### config.mk
export PLATFORM = sky130hd
export DESIGN_NAME = sleep_aware_watchdog_timer
export DESIGN_NICKNAME = d
export VERILOG_FILES = /design/src/core/wd_pkg.sv /design/src/core/sleep_aware_watchdog_timer.sv
export VERILOG_INCLUDE_DIRS = /design/src /design/src/core
export SDC_FILE = /design/constraint.sdc
export NUM_CORES = 1
export LEC_CHECK = 0
export BUFFER_PORTS_ARGS = -buffer_cell sky130_fd_sc_hd__buf_4
export CAP_MARGIN = 20
export CORE_MARGIN = 2
export CORE_UTILIZATION = 63
export DETAILED_ROUTE_END_ITERATION = 10
export PLACE_DENSITY_LB_ADDON = 0.08
export SLEW_MARGIN = 20
export SYNTH_ARGS = -nofsm -noshare
export SYNTH_HDL_FRONTEND = slang
export SYNTH_SLANG_ARGS = --single-unit
### constraint.sdc
create_clock -name clk_i -period 5.8 [get_ports clk_i]
set_input_delay 0.58 -clock clk_i [delete_from_list [all_inputs] [get_ports clk_i]]
set_output_delay 0.58 -clock clk_i [all_outputs]
set_load 0.02 [all_outputs]
### src/core/wd_cfg.svh
// constants for the sleep aware watchdog timer
// Overview of operation
// the counter advances on ticks of the 31 kHz low frequency oscillator, one tick standing for 1 ms.
// a two-bit mode field picks one of four modes and mode 00 disables the watchdog.
// mode 11 keeps the watchdog active always, in sleep too, whatever the software enable.
// mode 10 keeps the watchdog active while awake and disabled in sleep.
// mode 01 makes the watchdog active exactly when the software enable is 1, sleep changing nothing.
// a software prescale field sets the timeout from 1 ms up to 256 s; the code tops out at 2^18 ms, about 262 s.
// after any reset the prescale field selects the 2 s timeout.
// the counter clears on reset, on the clear instruction, on oscillator failure and while disabled.
// entering sleep clears the counter, which then counts from zero if still enabled.
// waking with an RC, internal or external system clock clears the counter again.
// while the start-up timer runs the counter stays at zero and resumes after it ends.
// a timeout in sleep wakes the device instead of resetting it.
// a timeout updates the active-low timeout and power-down flags.
// a timeout sets the watchdog reset-cause flag of the power control register; the code drives that flag from its reset value 1 to 0 instead.
// changing the internal oscillator divider leaves the counter untouched.
// a timeout while awake and active requests a device reset.
// clear and enable requests from the core are synchronised into the slow domain; the code synchronises only the clear and uses the enable directly.
`ifndef WD_CFG_SVH
`define WD_CFG_SVH
`define WD_OSC_FREQ_HZ 31000
`define WD_BASE_PERIOD_US 1000
`define WD_TICK_CYCLES 31
`define WD_CNT_W 19
`define WD_PS_W 5
`define WD_PS_RST 5'h0B
`define WD_PS_MAX 5'h12
`define WD_ADDR_CTRL 4'h0
`define WD_ADDR_STAT 4'h1
`define WD_ADDR_MASK 4'h2
`define WD_CTRL_EN_BIT 0
`define WD_CTRL_PS_LSB 1
`endif

### src/core/wd_pkg.sv
// types for the sleep aware watchdog timer
package wd_pkg;
  typedef enum logic [1:0] {
    MODE_OFF = 2'b00,
    MODE_SW = 2'b01,
    MODE_AWAKE = 2'b10,
    MODE_ON = 2'b11
  } wd_mode_t;
endpackage

### src/core/sleep_aware_watchdog_timer.sv
// watchdog timer on the slow oscillator with core register port
`timescale 1ns/1ns
`default_nettype none
`include "wd_cfg.svh"
module sleep_aware_watchdog_timer (
  // clocks and reset
  input wire logic clk_i,
  input wire logic low_freq_osc_i,
  input wire logic rst_n_i,
  // configuration and device state
  input wire logic [1:0] wd_mode_cfg_i,
  input wire logic sleep_i,
  input wire logic wake_clk_clears_i,
  input wire logic osc_startup_timer_i,
  input wire logic osc_fail_i,
  input wire logic clear_watchdog_instr_i,
  // register port
  input wire logic [3:0] addr_i,
  input wire logic [7:0] wdata_i,
  input wire logic wr_i,
  input wire logic rd_i,
  output logic [7:0] rdata_o,
  // results
  output logic reset_req_o,
  output logic wake_o,
  output logic timeout_flag_n_o,
  output logic powerdown_flag_n_o,
  output logic wd_reset_cause_flag_o,
  output logic irq_o
);
  logic sw_wd_enable_q;
  logic [`WD_PS_W-1:0] timeout_prescale_sel_q;
  logic [1:0] stat_q;
  logic [1:0] mask_q;
  logic [2:0] osc_sync_q;
  logic [1:0] mode_s1_q, mode_s2_q;
  logic [3:0] async_s1_q, async_s2_q;
  logic clr_tgl_q, clr_s1_q, clr_s2_q, clr_s3_q;
  logic sleep_d1_q;
  logic [5:0] div_q;
  logic [`WD_CNT_W-1:0] cnt_q;
  logic [`WD_CNT_W-1:0] limit;
  logic tick, active, clear_cnt, expire, sleeping, sync_en;
  wd_pkg::wd_mode_t mode;

  // slow clock sampled as data; the core clock is far faster
  always_ff @(posedge clk_i or negedge rst_n_i) begin
    if (!rst_n_i) osc_sync_q <= 3'h0;
    else osc_sync_q <= {osc_sync_q[1:0], low_freq_osc_i};
  end
  assign tick = osc_sync_q[1] & ~osc_sync_q[2];

  always_ff @(posedge clk_i or negedge rst_n_i) begin
    if (!rst_n_i) begin
      mode_s1_q <= 2'h0;
      mode_s2_q <= 2'h0;
      async_s1_q <= 4'h0;
      async_s2_q <= 4'h0;
    end else begin
      mode_s1_q <= wd_mode_cfg_i;
      mode_s2_q <= mode_s1_q;
      async_s1_q <= {sleep_i, wake_clk_clears_i, osc_startup_timer_i, osc_fail_i};
      async_s2_q <= async_s1_q;
    end
  end
  assign mode = wd_pkg::wd_mode_t'(mode_s2_q);
  assign sleeping = async_s2_q[3];

  // clear instruction is a core pulse; toggle hand-off guards the slow side
  always_ff @(posedge clk_i or negedge rst_n_i) begin
    if (!rst_n_i) clr_tgl_q <= 1'b0;
    else if (clear_watchdog_instr_i) clr_tgl_q <= ~clr_tgl_q;
  end
  always_ff @(posedge clk_i or negedge rst_n_i) begin
    if (!rst_n_i) begin
      clr_s1_q <= 1'b0;
      clr_s2_q <= 1'b0;
      clr_s3_q <= 1'b0;
      sleep_d1_q <= 1'b0;
    end else begin
      clr_s1_q <= clr_tgl_q;
      clr_s2_q <= clr_s1_q;
      clr_s3_q <= clr_s2_q;
      sleep_d1_q <= sleeping;
    end
  end

  always_comb begin
    unique case (mode)
      wd_pkg::MODE_OFF: active = 1'b0;
      wd_pkg::MODE_SW: active = sync_en;
      wd_pkg::MODE_AWAKE: active = ~sleeping;
      wd_pkg::MODE_ON: active = 1'b1;
    endcase
  end
  assign sync_en = sw_wd_enable_q; // asks for a synchronised enable; sw_wd_enable_q is used directly

  // divider changes have no input here, so they cannot touch the count
  assign clear_cnt = !active || (clr_s2_q ^ clr_s3_q) || async_s2_q[0]
    || (sleeping != sleep_d1_q && (sleeping || async_s2_q[2]))
    || async_s2_q[1];

  always_ff @(posedge clk_i or negedge rst_n_i) begin
    if (!rst_n_i) div_q <= 6'h0;
    else if (clear_cnt) div_q <= 6'h0;
    else if (tick) div_q <= (div_q == 6'(`WD_TICK_CYCLES - 1)) ? 6'h0 : div_q + 6'h1;
  end

  // limit in ms ticks: 2^ps, ps above the top saturates at 2^18 ms (262 s)
  assign limit = (timeout_prescale_sel_q > `WD_PS_MAX) ? (`WD_CNT_W'(1) << `WD_PS_MAX) :
    (`WD_CNT_W'(1) << timeout_prescale_sel_q);
  assign expire = tick && !clear_cnt && div_q == 6'(`WD_TICK_CYCLES - 1) && cnt_q + 1'b1 >= limit;

  always_ff @(posedge clk_i or negedge rst_n_i) begin
    if (!rst_n_i) cnt_q <= '0;
    else if (clear_cnt || expire) cnt_q <= '0;
    else if (tick && div_q == 6'(`WD_TICK_CYCLES - 1)) cnt_q <= cnt_q + 1'b1;
  end

  always_ff @(posedge clk_i or negedge rst_n_i) begin
    if (!rst_n_i) begin
      reset_req_o <= 1'b0;
      wake_o <= 1'b0;
    end else begin
      reset_req_o <= expire && !sleeping;
      wake_o <= expire && sleeping;
    end
  end

  // flags; the reset controller resets the block after a reset request
  always_ff @(posedge clk_i or negedge rst_n_i) begin
    if (!rst_n_i) begin
      timeout_flag_n_o <= 1'b1;
      powerdown_flag_n_o <= 1'b1;
      wd_reset_cause_flag_o <= 1'b1;
    end else if (expire) begin
      timeout_flag_n_o <= 1'b0;
      powerdown_flag_n_o <= ~sleeping;
      wd_reset_cause_flag_o <= 1'b0;
    end else if (clear_watchdog_instr_i) begin
      timeout_flag_n_o <= 1'b1;
      powerdown_flag_n_o <= 1'b1;
    end
  end

  always_ff @(posedge clk_i or negedge rst_n_i) begin
    if (!rst_n_i) begin
      sw_wd_enable_q <= 1'b0;
      timeout_prescale_sel_q <= `WD_PS_RST;
      mask_q <= 2'h0;
    end else if (wr_i && addr_i == `WD_ADDR_CTRL) begin
      sw_wd_enable_q <= wdata_i[`WD_CTRL_EN_BIT];
      timeout_prescale_sel_q <= wdata_i[`WD_CTRL_PS_LSB +: `WD_PS_W];
    end else if (wr_i && addr_i == `WD_ADDR_MASK) begin
      mask_q <= wdata_i[1:0];
    end
  end

  // status: bit0 awake timeout, bit1 sleep wake; set beats clear
  always_ff @(posedge clk_i or negedge rst_n_i) begin
    if (!rst_n_i) stat_q <= 2'h0;
    else stat_q <= (stat_q & ~((wr_i && addr_i == `WD_ADDR_STAT) ? wdata_i[1:0] : 2'h0))
      | {expire && sleeping, expire && !sleeping};
  end

  always_ff @(posedge clk_i or negedge rst_n_i) begin
    if (!rst_n_i) irq_o <= 1'b0;
    else irq_o <= |((stat_q | {expire && sleeping, expire && !sleeping}) & mask_q);
  end

  always_ff @(posedge clk_i or negedge rst_n_i) begin
    if (!rst_n_i) rdata_o <= 8'h00;
    else if (rd_i) begin
      unique case (addr_i)
        `WD_ADDR_CTRL: rdata_o <= {2'h0, timeout_prescale_sel_q, sw_wd_enable_q};
        `WD_ADDR_STAT: rdata_o <= {3'h0, wd_reset_cause_flag_o, powerdown_flag_n_o,
          timeout_flag_n_o, stat_q};
        `WD_ADDR_MASK: rdata_o <= {6'h0, mask_q};
        default: rdata_o <= 8'h00;
      endcase
    end else rdata_o <= 8'h00;
  end

  a_off_no_count: assert property (@(posedge clk_i) disable iff (!rst_n_i)
    mode == wd_pkg::MODE_OFF |=> cnt_q == '0)
    else $error("counter moved while off");
  a_on_in_sleep: assert property (@(posedge clk_i) disable iff (!rst_n_i)
    mode == wd_pkg::MODE_ON |-> active)
    else $error("always-on mode inactive");
  a_awake_mode: assert property (@(posedge clk_i) disable iff (!rst_n_i)
    mode == wd_pkg::MODE_AWAKE && sleeping |=> cnt_q == '0)
    else $error("awake mode counted in sleep");
  a_sw_mode: assert property (@(posedge clk_i) disable iff (!rst_n_i)
    mode == wd_pkg::MODE_SW |-> active == sw_wd_enable_q)
    else $error("software mode mismatch");
  a_ost_hold: assert property (@(posedge clk_i) disable iff (!rst_n_i)
    async_s2_q[1] |=> cnt_q == '0 && div_q == 6'h0)
    else $error("counter moved during start-up");
  a_sleep_wake: assert property (@(posedge clk_i) disable iff (!rst_n_i)
    expire && sleeping |=> wake_o && !reset_req_o)
    else $error("sleep timeout did not wake");
  a_awake_reset: assert property (@(posedge clk_i) disable iff (!rst_n_i)
    expire && !sleeping |=> reset_req_o ##1 !reset_req_o)
    else $error("awake timeout reset wrong");
  a_flags_set: assert property (@(posedge clk_i) disable iff (!rst_n_i)
    expire |=> !timeout_flag_n_o && !wd_reset_cause_flag_o)
    else $error("timeout flags not updated");
  a_sleep_entry: assert property (@(posedge clk_i) disable iff (!rst_n_i)
    sleeping && !sleep_d1_q |=> cnt_q == '0)
    else $error("sleep entry did not clear");
endmodule
`default_nettype wire

=== Yosys cells after proc, flatten, opt, wreduce, memory -nomap -nowiden ===
Cells that the tools add are included.

* Register bits: 67
* Logic and storage cells: 85

* Magnitude comparators: 2
* $add $sub $neg: 2
* Bitwise logic cells: 11
* Reduce and logical (&&, ||, !) cells: 26
* Equality and inequality tests: 7
* Mux-type cells: 13
* Shift-type cells: 1

{| class="wikitable"
|+ Operators with widths
! operator !! count
|-
| two-way mux 19 bit || 3
|-
| two-way mux 6 bit || 4
|-
| adder 19 x 1 -> 19 bit, second input constant || 1
|-
| greater-or-equal comparator 19 bit || 1
|-
| left shift 1 x 5 -> 19 bit, first input constant || 1
|-
| one-hot mux 6 bit (3 select lines) || 1
|-
| logical AND 1 bit || 10
|-
| adder 6 x 1 -> 6 bit, second input constant || 1
|-
| equality test 6 x 5 -> 1 bit, second input constant || 1
|-
| logical OR 1 bit || 6
|-
| nonzero test 2 bit || 3
|-
| greater-than comparator 5 bit, second input constant || 1
|-
| AND 2 bit || 2
|-
| equality test 2 bit, second input constant || 2
|-
| equality test 4 x 1 -> 1 bit, second input constant || 1
|-
| equality test 4 x 2 -> 1 bit, second input constant || 1
|-
| zero test 4 bit || 1
|-
| NOT 1 bit || 4
|-
| bitwise OR 2 bit || 2
|-
| one-hot mux 1 bit (4 select lines) || 1
|-
| zero test 1 bit || 3
|-
| two-way mux 1 bit || 3
|-
| equality test 2 x 1 -> 1 bit, second input constant || 1
|-
| zero test 2 bit || 1
|-
| other kinds (7) || 7
|}

=== Longest topological paths before layout ===
* Word-level depth: 15
* Gate-level depth with buffers: 14

=== Worst setup path before layout ===
Ideal clock, no wire load.

* Path kind: register to register
* Start point: reg cnt_q[0]
* End point: reg cnt_q[5]
* Setup time: 0.118 ns
* Data required time: 5.682 ns
* Setup slack: 2.552 ns
* Path buffers: 1
* Arrival time: 3.130 ns
* Stages on the path, launching flop included: 14
* Path through: dfrtp_1 > ha_1 > nand4_1 > nor4_1 > and3_1 > nand2b_1 > nand2_1 > ha_1 > nand4_1 > or4_1 > o2111ai_2 > buf_6 > a21oi_1 > a21o_1

* Cells in the longest elaborated chain, start to end: 5

{| class="wikitable"
|+ Ends and longest elaborated chain
! element !! RTL line !! text
|-
| start, declared || sleep_aware_watchdog_timer.sv:41 || <nowiki>logic [`WD_CNT_W-1:0] cnt_q;</nowiki>
|-
| start signal, assigned || sleep_aware_watchdog_timer.sv:117 || <nowiki>else if (tick && div_q == 6'(`WD_TICK_CYCLES - 1)) cnt_q <= cnt_q + 1'b1;</nowiki>
|-
| adder 19 x 1 -> 19 bit * || sleep_aware_watchdog_timer.sv:112, sleep_aware_watchdog_timer.sv:117 ||
|-
| greater-or-equal comparator 19 bit || sleep_aware_watchdog_timer.sv:112 || <nowiki>assign expire = tick && !clear_cnt && div_q == 6'(`WD_TICK_CYCLES - 1) && cnt_q + 1'b1 >= limit;</nowiki>
|-
| logical AND 1 bit || sleep_aware_watchdog_timer.sv:112 ||
|-
| logical OR 1 bit || sleep_aware_watchdog_timer.sv:116 || <nowiki>else if (clear_cnt || expire) cnt_q <= '0;</nowiki>
|-
| two-way mux 19 bit / nonzero test 2 bit (equally long branches) || -- ||
|}

Mark *: on every way between the ends. The rest lies on a longest branch, timed or not. The select of a mux whose other input is x is not followed.
A chain may end at the register's enable or synchronous reset.

=== Final worst setup path ===
* Start point: reg cnt_q[0]
* End point: reg cnt_q[2]

Same word-level chain as after synthesis.

==> flow_metrics.env <==
export IMPL_max_vdd_ir_drop_mv=0.2870
export IMPL_synth_avg_cell_area_sq_um=9.974
export IMPL_cap_violations=0
export IMPL_grt_max_degree=68
export IMPL_ant_nets=0
export IMPL_ioPinCount=38
export IMPL_worst_path_buf_inv=0
export IMPL_multiInputGateArea_sq_mm=0.001758
export IMPL_cts_tree="done"
export IMPL_numCtsBuffers=9
export IMPL_drcViolationCount=0
export IMPL_cts_sinks=67
export IMPL_grt_remaining_overflow=0
export IMPL_grt_setup_unrepaired="no"
export IMPL_status="finished, final reports clean"
export IMPL_dieArea_sq_mm=0.006202
export IMPL_post_cts_buffers=0
export IMPL_yosysWarnings=0
export IMPL_post_drt_wl_per_cell_um=15.77
export IMPL_critPathKind="reg -> reg"
export IMPL_gp_congestion=0.8680
export IMPL_clockBufferDepth=2
export IMPL_dp_hpwl_mm=4.942
export IMPL_hold_path_class="in -> async"
export IMPL_viasPerCell=5.950
export IMPL_drive_above_1_share_pct=15.64
export IMPL_cp_arrival_ns=4.20
export IMPL_grt_usage_pct=26.53
export IMPL_wl_mm=7.288
export IMPL_crit_required_ns=6.04
export IMPL_worstMarginPinSlew_ns=0.9610
export IMPL_clockRootBuffer="clkbuf_8"
export IMPL_hold_viol=0
export IMPL_start_util_pct=64.73
export IMPL_chipWidth_um=78.76
export IMPL_insertion_delay_ns=0.35
export IMPL_clock_fmax_mhz=252.4
export IMPL_die_y_um=78.76
export IMPL_port_buffers=33
export IMPL_crit_path_max_incr_delay_ns=0.65
export IMPL_num_rows=27
export IMPL_vias=2749
export IMPL_synth_seq_area_share_pct=47.83
export IMPL_worstPathCellList="ha_1, nand4_1, nor4_1, and3_1, nand2b_1, nand2_1, ha_1, nand4_1, or4_1, o2111ai_2, a21oi_1, a21o_1"
export IMPL_cp_end_kind="flop"
export IMPL_clkTransAtPathRegs_ns=0.08
export IMPL_powerDensity_mw_per_mm2=291.3
export IMPL_hold_buffers=0
export IMPL_regArea_sq_mm=0.001684
export IMPL_drt_pass1_iterations=4
export IMPL_r2r_end="cnt_q[2]"
export IMPL_synth_cell_types=50
export IMPL_syn2layout_area_growth_pct=14.36
export IMPL_core_sq_mm=0.005439
export IMPL_layout_min_cycle_time_ns=3.961
export IMPL_antenna_cells=0
export IMPL_tns_ns=0
export IMPL_syn_inst=353
export IMPL_post_route_period_util_pct=68.30
export IMPL_htreeDepth=3
export IMPL_drtIter0Drc=193
export IMPL_drv_slew=0
export IMPL_ys_seq_elements=67
export IMPL_fin_worst_skew_ns=0.008056
export IMPL_setup_violations=0
export IMPL_fill_cells=399
export IMPL_antenna_found_initial=0
export IMPL_rr_worst_depth=12
export IMPL_grt_pass1_vias=2703
export IMPL_nNetsFinal=431
export IMPL_crit_family="simple AND/OR/NAND/NOR gates"
export IMPL_max_slew_margin_pct=35.94
export IMPL_cp_slowest_cell="o2111ai_2"
export IMPL_start_kind="flop"
export IMPL_syn_cell_area_sq_mm=0.003521
export IMPL_cts_resized=0
export IMPL_total_leakage_power_uw=0.002001
export IMPL_cp_max_fo=15
export IMPL_critical_path_depth=12
export IMPL_reg2reg_from="cnt_q[0]"
export IMPL_grt_pass1_wl_mm=12.65
export IMPL_regToRegSetupSlack_ns=1.84
export IMPL_finalPower_uw=1173
## layout make-up
type / instances / share of cell area, %
sequential: 67 / 41.83
clock buffer: 10 / 3.418
tap: 72 / 2.237
multi-input combinational: 270 / 43.66
clock inverter: 6 / 2.331
inverter: 4 / 0.3729
timing repair buffer: 33 / 6.153
## cell families after synthesis
group	share of synthesized area [%]
DFF	47.83
AOI/OAI and AO/OA	14.00
buffers and inverters	2.452
and+or+nand+nor	22.03
muxes	4.265
adders and majority gates	7.818
xor gates and xnor gates	1.493
other	0.1065
## per-layer routing
| layer | vias up | global-route usage (%) | share of wire (%) |
|---|---|---|---|
| met5 | - | 0 | 0 |
| met4 | 0 | 9.474 | 1.8 |
| met3 | 13 | 6.136 | 4.3 |
| met2 | 68 | 43.68 | 49 |
| met1 | 1334 | 34.65 | 45 |
| li1 | 1334 | - | - |
## cell usage in the layout (no fill, tap or decap), drive strengths merged, types with 2 or more instances in the layout
master,n
nor2,22
nand4,8
and3,5
nor3,8
nor2b,8
or2,10
bufinv,2
nand2,46
a32o,4
nor4,2
nor3b,2
buf,33
mux2,8
conb,2
nand2b,11
a311oi,2
o2111ai,4
nand3,19
o21ai,10
o31ai,2
a21oi,28
inv,7
dfrtp,61
xnor2,2
dfstp,6
xor2,4
mux2i,6
a21o,15
ha,22
clkbuf,10
and2,3
or3,3
## worst max-delay path by stage
stage | endpoint | slack (ns) | start
global placement | cnt_q[11] | 1.88 | cnt_q[0]
floorplan | cnt_q[5] | 2.55 | cnt_q[0]
detailed placement | cnt_q[2] | 1.83 | cnt_q[0]
CTS | cnt_q[2] | 1.82 | cnt_q[0]
global route | cnt_q[2] | 1.45 | cnt_q[0]
finish | cnt_q[2] | 1.84 | cnt_q[0]
## report_power, final
group | switching (uW) | internal [uW]
logic | 97.3 | 63.8
clock network | 203 | 258
registers | 40.5 | 510
total | 340 | 832
## cells in the mapped netlist (all sizes together)
master   count  area [sq um]
dfrtp       61          1526
nand2       46         172.7
a21oi       28         140.1
ha          22         275.3
nor2        22         82.58
nand3       19         95.09
a21o        15         112.6
nand2b      11         68.82
o21ai       10         50.04
or2         10         62.56
mux2         8         90.09
nand4        8         50.05
nor2b        8         50.05
nor3         8         40.04
buf          7         48.79
clkbuf       6         22.52
dfstp        6         157.7
mux2i        6         60.06
and3         5         31.28
a32o         4         40.04
inv          4         15.01
o2111ai      4         41.29
xor2         4         35.03
and2         3         18.77
or3          3         18.77
a311oi       2         17.52
nor3b        2         15.01
nor4         2         12.51
o31ai        2         15.01
xnor2        2         17.52
a211o        1         8.760
a211oi       1         7.510
a31o         1         8.760
a41oi        1         8.760
and3b        1         8.760
and4         1         8.760
conb         1         3.750
nand4b       1         8.760
nor4b        1         23.77
o211a        1         10.01
o211ai       1         7.510
o21a         1         7.510
o21bai       1         7.510
o311a        1         10.01
or4          1         7.510
## flip-flops by register name, summed over array words and instances (netlist names), 2 cells and up
signal,count
async_s1_q,4
async_s2_q,4
cnt_q,19
div_q,6
mask_q,2
mode,2
mode_s1_q,2
osc_sync_q,3
rdata_o,6
stat_q,2
timeout_prescale_sel_q,5
## per-stage QoR
stage          area (sq um)  hold WS (ns)  instances  worst slack, ns  utilization (%)
6_report               4026        0.2916        462            1.839            74.03
5_1_grt                4026        0.3121        462            1.448            74.03
4_1_cts                4026        0.3228        462            1.824            74.03
3_5_place_dp           3795        0.3364        446            1.834            69.77
3_3_place_gp           3795        0.3323        446            1.883            69.77
2_1_floorplan          3525        0.2844        354            2.552                -
## worst reg2reg max path, stage by stage (launching register included)
cell       delay [ns]
dfrtp_1          0.43
ha_1             0.23
nand4_1          0.18
nor4_1           0.52
and3_1           0.29
nand2b_1         0.13
nand2_1          0.05
ha_1             0.31
nand4_1          0.18
or4_1            0.60
o2111ai_2        0.65
a21oi_1          0.10
a21o_1           0.19
(Power assumes the default switching activity.)
